==> src/core/mpo_pkg.sv <==
/*
  constants for the multi-channel pwm output stage: register indices,
  field positions, gate encodings and reset values.
  assumes a 32-bit apb slave where every register index maps to byte
  address index*4.
*/
package mpo_pkg;
  // ----------------------------------------
  // sizes
  // ----------------------------------------
  localparam int NUM_CH = 4;
  localparam int EDGE_W = 16;
  localparam int ADDR_W = 12;
  localparam int DATA_W = 32;
  localparam int IDX_W = 10;

  // ----------------------------------------
  // register indices (byte address = index*4)
  // ----------------------------------------
  localparam logic [IDX_W-1:0] IDX_ENABLE_CTL = 10'h079;
  localparam logic [IDX_W-1:0] IDX_GATE_DT_CTL = 10'h07A;
  localparam logic [IDX_W-1:0] IDX_TRIP_CTL = 10'h07B;
  // rising value of channel x at base+2x, falling at base+2x+1
  localparam logic [IDX_W-1:0] IDX_EDGE_BASE = 10'h07C;
  localparam logic [IDX_W-1:0] IDX_EDGE_LAST = 10'h083;

  // ----------------------------------------
  // enable control fields
  // ----------------------------------------
  localparam int BIT_PAIR_EN = 7;
  localparam int BIT_TRIP_FEAT_EN = 6;
  localparam int BIT_SHARED_EN = 5;
  localparam int BIT_GEN_EN_LO = 1;
  localparam int BIT_MULTI_EN = 0;

  // ----------------------------------------
  // gate / dead-time fields
  // ----------------------------------------
  localparam int BIT_INV_GATE_LO = 6;
  localparam int BIT_TRUE_GATE_LO = 4;
  localparam int DT_W = 4;
  localparam logic [1:0] GATE_AND = 2'h1;
  localparam logic [1:0] GATE_OR = 2'h2;

  // ----------------------------------------
  // trip control fields
  // ----------------------------------------
  localparam int BIT_TRIP_SRC_LO = 4;
  localparam int BIT_TRIP_TRI = 3;
  localparam int BIT_TRIP_LVL_TRUE = 2;
  localparam int BIT_TRIP_LVL_INV = 1;
  localparam int BIT_TRIP_FLAG = 0;

  localparam logic [7:0] CTL_RESET = 8'h00;
  localparam logic [EDGE_W-1:0] EDGE_RESET = 16'h0000;
endpackage

==> src/core/mpo_dead_time.sv <==
/*
  dead-time inserter for one complementary pair.
  assumes i_level comes from logic on the same clock; the delay field
  may change at any time and takes effect at the next level change.
*/
module mpo_dead_time (
  input wire logic i_core_clk,
  input wire logic i_reset_n,
  input wire logic [mpo_pkg::DT_W-1:0] i_delay,
  input wire logic i_level,
  output logic o_true,
  output logic o_inv
);
  typedef struct packed {
    logic lvl;
    logic [mpo_pkg::DT_W-1:0] cnt;
    logic t;
    logic n;
  } mpo_dt_s;

  mpo_dt_s q_ff;
  mpo_dt_s nxt_q;

  always_comb begin
    nxt_q = q_ff;
    if (i_level != q_ff.lvl) begin
      nxt_q.lvl = i_level;
      // falling side drops at once, rising side waits
      nxt_q.t = 1'b0;
      nxt_q.n = 1'b0;
      if (i_delay == '0) begin
        nxt_q.t = i_level;
        nxt_q.n = ~i_level;
      end else begin
        nxt_q.cnt = i_delay;
      end
    end else if (q_ff.cnt != '0) begin
      nxt_q.cnt = q_ff.cnt - 1'b1;
      if (q_ff.cnt == 4'h1) begin
        nxt_q.t = q_ff.lvl;
        nxt_q.n = ~q_ff.lvl;
      end
    end
  end

  always_ff @(posedge i_core_clk or negedge i_reset_n) begin
    if (!i_reset_n) begin
      q_ff <= '{lvl: 1'b0, cnt: '0, t: 1'b0, n: 1'b1};
    end else begin
      q_ff <= nxt_q;
    end
  end

  assign o_true = q_ff.t;
  assign o_inv = q_ff.n;
endmodule

==> src/core/mpo_output_stage.sv <==
/*
  four-channel complementary pwm output stage with apb registers:
  edge compare with double buffering, gating, dead time, power trip.
  assumes a shared 16-bit down-counter whose value and decrement pulse
  arrive on the same clock; capture inputs come from pins.
*/
// The APB interface to the registers was left to the implementer.
// ----------------------------------------
// Overview of operation
// - multi-channel enable off, edge writes load directly
// - running, shadowed; swap at opposite transition
// - missed edge count waits for next pass
// - multi-channel global gating with port latch
// - true outputs: 01 and, 10 or
// - inverted outputs use same gate encoding
// - or forces high, and forces low
// - shared dead time before partner rises
// - four-bit field counts clock periods directly
// - enabled capture inputs ored force trip
// - trip sets detected flag to one
// - trip held until software writes zero
// - true and inverted groups tripped together, levels separate
// - level bit zero drives one, one zero
// - tristate select zero leaves outputs floating
// - bit 7 enables inverted outputs too
// - bit 6 enables the trip feature
// - bit 5 enables shared drive mode
// - shared mode routes generator zero everywhere
// - bits 4:1 enable generators 3..0
// - bit 0 multi-channel enable, reset zero
// ----------------------------------------
module mpo_output_stage (
  input wire logic i_core_clk,
  input wire logic i_reset_n,
  input wire logic i_psel,
  input wire logic i_penable,
  input wire logic i_pwrite,
  input wire logic [mpo_pkg::ADDR_W-1:0] i_paddr,
  input wire logic [mpo_pkg::DATA_W-1:0] i_pwdata,
  output logic [mpo_pkg::DATA_W-1:0] o_prdata,
  output logic o_pready,
  output logic o_pslverr,
  input wire logic [mpo_pkg::EDGE_W-1:0] i_count,
  input wire logic i_count_tick,
  input wire logic [7:0] i_port_latch,
  input wire logic [3:0] i_capture,
  output logic [3:0] o_pwm_true,
  output logic [3:0] o_pwm_true_oe,
  output logic [3:0] o_pwm_inv,
  output logic [3:0] o_pwm_inv_oe
);
  localparam int N = mpo_pkg::NUM_CH;
  localparam int W = mpo_pkg::EDGE_W;

  typedef struct packed {
    logic [7:0] en_ctl;
    logic [7:0] gd_ctl;
    logic [7:0] trip_ctl;
    logic [N-1:0][W-1:0] rise_act;
    logic [N-1:0][W-1:0] fall_act;
    logic [N-1:0][W-1:0] rise_sh;
    logic [N-1:0][W-1:0] fall_sh;
    logic [N-1:0] rise_pend;
    logic [N-1:0] fall_pend;
    logic [N-1:0] level;
    logic [3:0] cap_s1;
    logic [3:0] cap_s2;
    logic [mpo_pkg::DATA_W-1:0] rdata;
    logic ready;
    logic slverr;
    logic [N-1:0] pt;
    logic [N-1:0] pt_oe;
    logic [N-1:0] pn;
    logic [N-1:0] pn_oe;
  } mpo_state_s;

  mpo_state_s q_ff;
  mpo_state_s nxt_q;
  logic [N-1:0] dt_true;
  logic [N-1:0] dt_inv;

  // ----------------------------------------
  // helpers
  // ----------------------------------------
  function automatic logic gate(input logic [1:0] sel, input logic v,
                                input logic latch);
    case (sel)
      mpo_pkg::GATE_AND: gate = v & latch;
      mpo_pkg::GATE_OR: gate = v | latch;
      default: gate = v;
    endcase
  endfunction

  function automatic logic is_edge(input logic [mpo_pkg::IDX_W-1:0] idx);
    is_edge = (idx >= mpo_pkg::IDX_EDGE_BASE) && (idx <= mpo_pkg::IDX_EDGE_LAST);
  endfunction

  // ----------------------------------------
  // dead-time per pair
  // ----------------------------------------
  for (genvar g = 0; g < N; g++) begin : g_dt
    mpo_dead_time u_dt (
      .i_core_clk(i_core_clk),
      .i_reset_n(i_reset_n),
      .i_delay(q_ff.gd_ctl[mpo_pkg::DT_W-1:0]),
      .i_level(q_ff.level[g]),
      .o_true(dt_true[g]),
      .o_inv(dt_inv[g])
    );
  end

  // ----------------------------------------
  // next-state logic
  // ----------------------------------------
  always_comb begin
    logic [mpo_pkg::IDX_W-1:0] idx;
    logic [mpo_pkg::IDX_W-1:0] eoff;
    logic setup;
    logic wr;
    logic running;
    logic [N-1:0] gen_on;
    logic trip_feat;
    logic trip_in;
    logic trip_act;
    int ch;
    int src;
    idx = i_paddr[mpo_pkg::ADDR_W-1:2];
    eoff = idx - mpo_pkg::IDX_EDGE_BASE;
    setup = i_psel & ~i_penable;
    wr = i_psel & i_penable & q_ff.ready & i_pwrite;
    ch = 0;
    src = 0;
    nxt_q = q_ff;
    running = q_ff.en_ctl[mpo_pkg::BIT_MULTI_EN];
    gen_on = q_ff.en_ctl[mpo_pkg::BIT_GEN_EN_LO +: N] & {N{running}};
    trip_feat = q_ff.en_ctl[mpo_pkg::BIT_TRIP_FEAT_EN];

    // capture inputs cross from pins
    nxt_q.cap_s1 = i_capture;
    nxt_q.cap_s2 = q_ff.cap_s1;

    // edge compare; a value already passed simply waits for the
    // next pass of the counter
    for (int x = 0; x < N; x++) begin
      if (!gen_on[x]) begin
        nxt_q.level[x] = 1'b0;
      end else if (i_count_tick) begin
        if (!q_ff.level[x] && i_count == q_ff.rise_act[x]) begin
          nxt_q.level[x] = 1'b1;
          if (q_ff.fall_pend[x]) begin
            nxt_q.fall_act[x] = q_ff.fall_sh[x];
            nxt_q.fall_pend[x] = 1'b0;
          end
        end else if (q_ff.level[x] && i_count == q_ff.fall_act[x]) begin
          nxt_q.level[x] = 1'b0;
          if (q_ff.rise_pend[x]) begin
            nxt_q.rise_act[x] = q_ff.rise_sh[x];
            nxt_q.rise_pend[x] = 1'b0;
          end
        end
      end
    end

    // apb: zero wait states, read data sampled in the setup cycle
    nxt_q.ready = setup;
    // response fields stand for the single access cycle only
    nxt_q.slverr = 1'b0;
    nxt_q.rdata = '0;
    if (setup) begin
      ch = 32'(eoff[2:1]);
      if (idx == mpo_pkg::IDX_ENABLE_CTL) begin
        nxt_q.rdata[7:0] = q_ff.en_ctl;
      end else if (idx == mpo_pkg::IDX_GATE_DT_CTL) begin
        nxt_q.rdata[7:0] = q_ff.gd_ctl;
      end else if (idx == mpo_pkg::IDX_TRIP_CTL) begin
        nxt_q.rdata[7:0] = q_ff.trip_ctl;
      end else if (is_edge(idx)) begin
        nxt_q.rdata[W-1:0] = eoff[0] ? q_ff.fall_act[ch] : q_ff.rise_act[ch];
      end else begin
        nxt_q.slverr = 1'b1;
      end
    end

    if (wr) begin
      ch = 32'(eoff[2:1]);
      if (idx == mpo_pkg::IDX_ENABLE_CTL) begin
        nxt_q.en_ctl = i_pwdata[7:0];
      end else if (idx == mpo_pkg::IDX_GATE_DT_CTL) begin
        nxt_q.gd_ctl = i_pwdata[7:0];
      end else if (idx == mpo_pkg::IDX_TRIP_CTL) begin
        nxt_q.trip_ctl[7:1] = i_pwdata[7:1];
        // the flag is read-only except that a zero clears it
        if (!i_pwdata[mpo_pkg::BIT_TRIP_FLAG]) begin
          nxt_q.trip_ctl[mpo_pkg::BIT_TRIP_FLAG] = 1'b0;
        end
      end else if (is_edge(idx)) begin
        if (!running) begin
          if (eoff[0]) begin
            nxt_q.fall_act[ch] = i_pwdata[W-1:0];
            nxt_q.fall_pend[ch] = 1'b0;
          end else begin
            nxt_q.rise_act[ch] = i_pwdata[W-1:0];
            nxt_q.rise_pend[ch] = 1'b0;
          end
        end else if (eoff[0]) begin
          nxt_q.fall_sh[ch] = i_pwdata[W-1:0];
          nxt_q.fall_pend[ch] = 1'b1;
        end else begin
          nxt_q.rise_sh[ch] = i_pwdata[W-1:0];
          nxt_q.rise_pend[ch] = 1'b1;
        end
      end
    end

    // power trip: set wins over a clearing write in the same cycle
    trip_in = |(q_ff.cap_s2 & q_ff.trip_ctl[mpo_pkg::BIT_TRIP_SRC_LO +: 4]);
    if (trip_feat && trip_in) begin
      nxt_q.trip_ctl[mpo_pkg::BIT_TRIP_FLAG] = 1'b1;
    end
    trip_act = trip_feat & q_ff.trip_ctl[mpo_pkg::BIT_TRIP_FLAG];

    // output composition
    for (int x = 0; x < N; x++) begin
      src = q_ff.en_ctl[mpo_pkg::BIT_SHARED_EN] ? 0 : x;
      nxt_q.pt_oe[x] = gen_on[x];
      nxt_q.pn_oe[x] = gen_on[x] & q_ff.en_ctl[mpo_pkg::BIT_PAIR_EN];
      nxt_q.pt[x] = gen_on[x] & gate(q_ff.gd_ctl[mpo_pkg::BIT_TRUE_GATE_LO +: 2],
                                     dt_true[src], i_port_latch[x]);
      nxt_q.pn[x] = nxt_q.pn_oe[x] & gate(q_ff.gd_ctl[mpo_pkg::BIT_INV_GATE_LO +: 2],
                                          dt_inv[src], i_port_latch[x+N]);
      if (trip_act) begin
        if (q_ff.trip_ctl[mpo_pkg::BIT_TRIP_TRI]) begin
          nxt_q.pt[x] = ~q_ff.trip_ctl[mpo_pkg::BIT_TRIP_LVL_TRUE];
          nxt_q.pn[x] = ~q_ff.trip_ctl[mpo_pkg::BIT_TRIP_LVL_INV];
        end else begin
          // released to the pull-up of the power stage
          nxt_q.pt[x] = 1'b0;
          nxt_q.pn[x] = 1'b0;
          nxt_q.pt_oe[x] = 1'b0;
          nxt_q.pn_oe[x] = 1'b0;
        end
        if (!gen_on[x]) begin
          nxt_q.pt[x] = 1'b0;
          nxt_q.pn[x] = 1'b0;
        end
        if (!nxt_q.pn_oe[x] && !q_ff.trip_ctl[mpo_pkg::BIT_TRIP_TRI]) begin
          nxt_q.pn[x] = 1'b0;
        end
        nxt_q.pn_oe[x] = nxt_q.pn_oe[x] & gen_on[x] &
                         q_ff.en_ctl[mpo_pkg::BIT_PAIR_EN];
        nxt_q.pn[x] = nxt_q.pn[x] & nxt_q.pn_oe[x];
      end
    end
  end

  // ----------------------------------------
  // state register
  // ----------------------------------------
  always_ff @(posedge i_core_clk or negedge i_reset_n) begin
    if (!i_reset_n) begin
      q_ff <= '0;
      q_ff.en_ctl <= mpo_pkg::CTL_RESET;
      q_ff.gd_ctl <= mpo_pkg::CTL_RESET;
      q_ff.trip_ctl <= mpo_pkg::CTL_RESET;
    end else begin
      q_ff <= nxt_q;
    end
  end

  assign o_prdata = q_ff.rdata;
  assign o_pready = q_ff.ready;
  assign o_pslverr = q_ff.slverr;
  assign o_pwm_true = q_ff.pt;
  assign o_pwm_true_oe = q_ff.pt_oe;
  assign o_pwm_inv = q_ff.pn;
  assign o_pwm_inv_oe = q_ff.pn_oe;
endmodule

==> config.mk <==
export PLATFORM = sky130hd
export DESIGN_NAME = mpo_output_stage
export DESIGN_NICKNAME = d
export VERILOG_FILES = /design/src/core/mpo_pkg.sv /design/src/core/mpo_dead_time.sv /design/src/core/mpo_output_stage.sv
export SDC_FILE = /design/constraint.sdc
export NUM_CORES = 1
export LEC_CHECK = 0
export BUFFER_PORTS_ARGS = -buffer_cell sky130_fd_sc_hd__buf_2
export CORE_MARGIN = 2
export CORE_UTILIZATION = 45
export DETAILED_ROUTE_END_ITERATION = 7
export SLEW_MARGIN = 20
export SYNTH_ARGS = -nofsm -noshare
export SYNTH_HDL_FRONTEND = slang
export SYNTH_SLANG_ARGS = --single-unit
==> constraint.sdc <==
create_clock -name i_core_clk -period 2.1 [get_ports i_core_clk]
set_clock_uncertainty 0.1 [all_clocks]
set_input_delay 0.42 -clock i_core_clk [delete_from_list [all_inputs] [get_ports i_core_clk]]
set_output_delay 0.42 -clock i_core_clk [all_outputs]
set_load 0.02 [all_outputs]
; ---- Word level (Yosys, flattened, before mapping)
; Cells that the tools add are included.
[totals]
register_bits = 362
latchBits = 0
ram_bits = 0
rom_bits = 0
output_inout_bits = 50
wordCells = 443
n_memories = 0
[op_classes]
add_sub_neg = 5
mul = 0
div = 0
magnitude_cmp = 7
n_eq_ne = 38
shift = 0
n_mux = 217
bitwise = 67
n_reduce_logical = 58
[op_table]
columns = operator, count
row1 = two-way mux 265 bit, 3
row2 = two-way mux 16 bit, 42
row3 = two-way mux 264 bit, 2
row4 = bitwise mux 64 bit, 4
row5 = two-way mux 128 bit, 2
row6 = two-way mux 64 bit, 4
row7 = == test 16 bit, 8
row8 = two-way mux 1 bit, 112
row9 = binary-select mux 16 bit (select 2 bit), 2
row10 = two-way mux 8 bit, 7
row11 = two-way mux 6 bit, 8
row12 = AND 1 bit, 37
row13 = demux 16 bit (select 2 bit), 1
row14 = "== test 10 x 7 -> 1 bit, second input constant", 3
row15 = AND reduction 2 bit, 13
row16 = two-way mux 2 bit, 10
row17 = two-way mux 4 bit, 5
row18 = nonzero test 2 bit, 10
row19 = AND 4 bit, 4
row20 = "== test 4 x 1 -> 1 bit, second input constant", 4
row21 = "!= test 2 bit, second input constant", 8
row22 = one-hot mux 1 bit (2 select lines), 8
row23 = nonzero test 4 bit, 4
row24 = "subtractor 4 x 1 -> 4 bit, second input constant", 4
row25 = other kinds (25), 87

; ---- Depth between registers and ports, before layout
[logic_depth]
depth_word = 15
depth_mapped = 9
depth_no_buf = 6

; ---- Hierarchy
; From an unflattened synthesis, not the netlist that was laid out.
[hier_totals]
hier_cells = 1819
hier_area_um2 = 19414.9
[modules_own_cells]
columns = module, instances, cells_per_inst, area_per_inst_um2, seq_area_each_um2
row1 = mpo_output_stage, 1, 1671, 17708.2, 8358.0
row2 = mpo_dead_time, 4, 37, 426.7, 176.4

; ---- Worst setup path after synthesis
; Ideal clock, no wire load.
[synth_timing]
kind = input port to flip-flop
start = in i_paddr[8] (netlist bit)
end = reg (tool-made name)
t_arrival_ns = 2.191
required_time_ns = 1.875
setup_slack_ns = -0.316
path_stages = 7
path_cell_list = or4b_4 -> o2bb2ai_4 -> buf_4 -> nand2_1 -> nor2_2 -> buf_4 -> mux2_2
[synth_lines]
columns = element, line_no
row1 = from (decl), mpo_output_stage.sv:38  ; input wire logic [mpo_pkg::ADDR_W-1:0] i_paddr,

==> summary.md <==
| Metric | Value |
|---|---|
| Full die area | between 0.04 and 0.05 mm^2 |
| Overflow after GRT | 0 |
| Clock Sink Count | 362 |
| Reg2Reg Setup Slack | -0.06 ns |
| Initial Util | a little under half |
| I/O Pins | roughly 130 |
| Number of CTS-inserted buffers | between 40 and 50 |
| CTS H-tree lvls | 2 |
| Buffers on Ports | 93 |
| Synthesized area | between 0.015 and 0.02 mm^2 |
| Initial antenna violation count | 1 |
| Post-DP HPWL | 52.49 mm |
| Crit path cell chain | xor2_1 -> nor4_2 -> buf_4 -> and3b_2 -> buf_12 -> nand4_1 -> a31oi_1 |
| Vias post-DR | between 15k and 20k |
| Post-synth top area cell | dfrtp_1 |
| Startpoint types | flop |
| Mux cell area share after synthesis | 13.31% |
| Most used DFF post-synth | dfrtp_1 |
| Detail Route Antenna Nets | 0 |
| DR pass1 iterations | 5 |
| Area share of fa/ha/maj cells after synthesis | less than 1% |
| Final period util | 102.8% |
| Final non-filler cell total | 2781 |
| CP Max Fanout | 16 |
| DRC viols | 0 |
| Max-Cap Viols | 0 |
| Placer Congestion | roughly 1.0 |
| Fin. max-slew vios | 0 |
| Mapped Cells | approximately 1.9k |
| Final setup vio count | 9 |
| Rel. slew slack | around half |
| Sequential area share after synthesis | 45.32% |
| Die width | around 210 um |
| Asr flop ratio synth | 100.0% |
| Crit path required time | roughly 2.5 ns |
| Commonest non-fill, non-tap cells in the layout | 355 x dfrtp_1, 229 x buf_4, 144 x o21ai_0, 135 x mux2_2, 112 x nor2_1 |
| Final Power | 16.94 mW |
| Synth top area cells | dfrtp_1 45%, mux2_2 8.3%, o21ai_0 4.3% |
| Buffers plus inverters on the worst setup path | 2 |
| GRT Util Overall | a little under a third |
| CP endpoint kind | flop |
| Leak | 11.78 nW |
| Vias per inst | roughly 6.3 |
| Top cell type's share of synthesized area | 44.80% |
| Synth warn | 0 |
| Clock buffer depth | 3 |
| Slowest cell on crit path | dfrtp_1 |
| Outcome | finished with violations |
| Crit path arrival time | approximately 2.5 ns |
| Mean Syn Cell Area | ~10 um^2 |
| Avg WL per Cell | about 27 um |
| Core area | 0.04403 mm^2 |
| Final WL | approximately 74 mm |
| Peak Freq | 463.1 MHz |
| Post-Place Cell Area | 0.02303 mm^2 |
| Final nets | around 2.3k |
| Worst-margin pin slew | a little under 0.8 ns |
| Synth cell types | 74 |
| CTS tree | done |
| Complex-gate fraction of the synthesized area | about 15% |
| Dpl ws | -0.5497 ns |
| Max incr delay on CP | around 0.41 ns |
| P&R area growth vs syn | 24.67% |
| Ratio of cells with drive above 1 in the final layout | between 30 and 40% |
| Commonest non-fill, non-tap cell in the layout | dfrtp_1 |
| RSZ-0062 raised after global routing | true |
| Final setup margin | -0.05932 ns |
| CP top delay family | simple AND/OR/NAND/NOR gates |
| DRT iter0 DRCs | approximately 1.9k |
| Vias in the first global route | roughly 17k |
| Main combinational cell family by area after synthesis | compound AO/OA/AOI/OAI gates |
| Clk_lat worst skew | roughly 0.59 ns |
| Worst Hold Class | primary input to flop |
| Clock root cell | clkbuf_16 |
| Pwr/cell area | about 680 mW/mm^2 |
| Failing checks | setup timing |
| Simple-gate portion of the synthesized area | between 10% and 20% |
| Fin area | between 0.02 and 0.025 mm^2 |
| Category of the most critical setup path | flop to flop |
| Number of synthesized flops with an enable pin | 0 |
| #FFs+latches synth | about 360 |
| Std cell rows | between 70 and 80 |
| Peak supply drop | roughly 540 uV |
| Die Y | 214.8 um |
| Hold Fails Final Rpt | 0 |
| ANT cells | 0 |
| Dpl cells | around 2.7k |
| Clock Pin Slew Worst Setup and Hold Paths | 0.06 ns |
| Largest net degree at the start of global routing | 70 |
| Synth Area in XOR/XNOR | roughly 5.6% |
| First-pass GRT wire length | between 100 and 150 mm |
| Crit path time final | about 2.2 ns |
| Setup TNS | -0.1558 ns |
-- worst reg2reg max path: stages, from the launching register on --
cell	delay (ns)
dfrtp_1	0.41
xor2_1	0.17
nor4_2	0.40
buf_4	0.21
and3b_2	0.22
buf_12	0.15
nand4_1	0.15
a31oi_1	0.25
-- metal layers --
metal | track usage (%) | wire (um) | vias up
met1 | 42.74 | 30090 | 8734
met2 | 48.94 | 33280 | 902
met3 | 5.732 | 6590 | 211
li1 | - | - | 7546
met4 | 16.39 | 4023 | 2
met5 | 0 | 9 | -
-- report_power, final --
part | total [mW] | internal (mW) | switching, mW
Clock | 7.46 | 4.41 | 3.05
Sequential | 7.44 | 7.23 | 0.210
Combinational | 2.04 | 0.824 | 1.22
Total | 16.9 | 12.5 | 4.47
-- area by class of cell --
class,instances,area (um^2)
clock buffer,58,1171
clock inverter,17,220.2
multi-input combinational,1330,10180
inverter,34,127.6
timing repair buffer,388,3428
tap,592,740.7
fill,3788,19100
sequential,362,9067
-- stage by stage --
| stage | hold slack [ns] | utilization, % |
|---|---|---|
| after CTS | 0.1111 | 55.67 |
| after detailed placement | 0.2193 | 52.30 |
| after floorplan | 0.02441 | - |
| final | 0.1244 | 56.63 |
| after global routing | 0.1265 | 56.63 |
| after global placement | 0.2170 | 52.30 |
-- cells in the mapped netlist (43+ instances only) --
| cell | number |
|---|---|
| a21oi_1 | 67 |
| a31oi_1 | 120 |
| and3_1 | 64 |
| buf_2 | 43 |
| buf_4 | 52 |
| clkbuf_1 | 115 |
| dfrtp_1 | 358 |
| mux2_2 | 148 |
| nand2_1 | 62 |
| nand4_1 | 46 |
| nor2_1 | 113 |
| nor4_1 | 51 |
| o21ai_0 | 170 |
| xor2_1 | 91 |
-- cells by family (layout without fill, tap and decap cells) --
logic type	count (synthesis)	after routing
buffers and inverters	263	497
AOI/OAI and AO/OA	470	470
DFF	362	362
and+or+nand+nor	499	499
muxes	203	203
xor gates and xnor gates	128	128
other	1	16
adders and majority gates	14	14
-- final timing paths --
check | startpoint | endpoint | cells past startpoint
setup / recovery | q_ff[325] | q_ff[259] | 7
hold / removal | i_penable | o_pready | 3
setup reg to reg | q_ff[325] | q_ff[259] | 7
hold reg to reg | nxt_q[51] | q_ff[51] | 0
max in group asynchronous | i_reset_n | async pin | 4
min in group asynchronous | i_reset_n | async pin | 2
-- timing repair --
item,CTS,global route
setup buffers,0,12
hold buffers,5,0
cloned,0,4
resized for setup,11,65
pin swaps,4,36
endpoints found under the setup margin,47,75
endpoints found under the hold margin,182,0
Power figures use the tool's default switching activity.
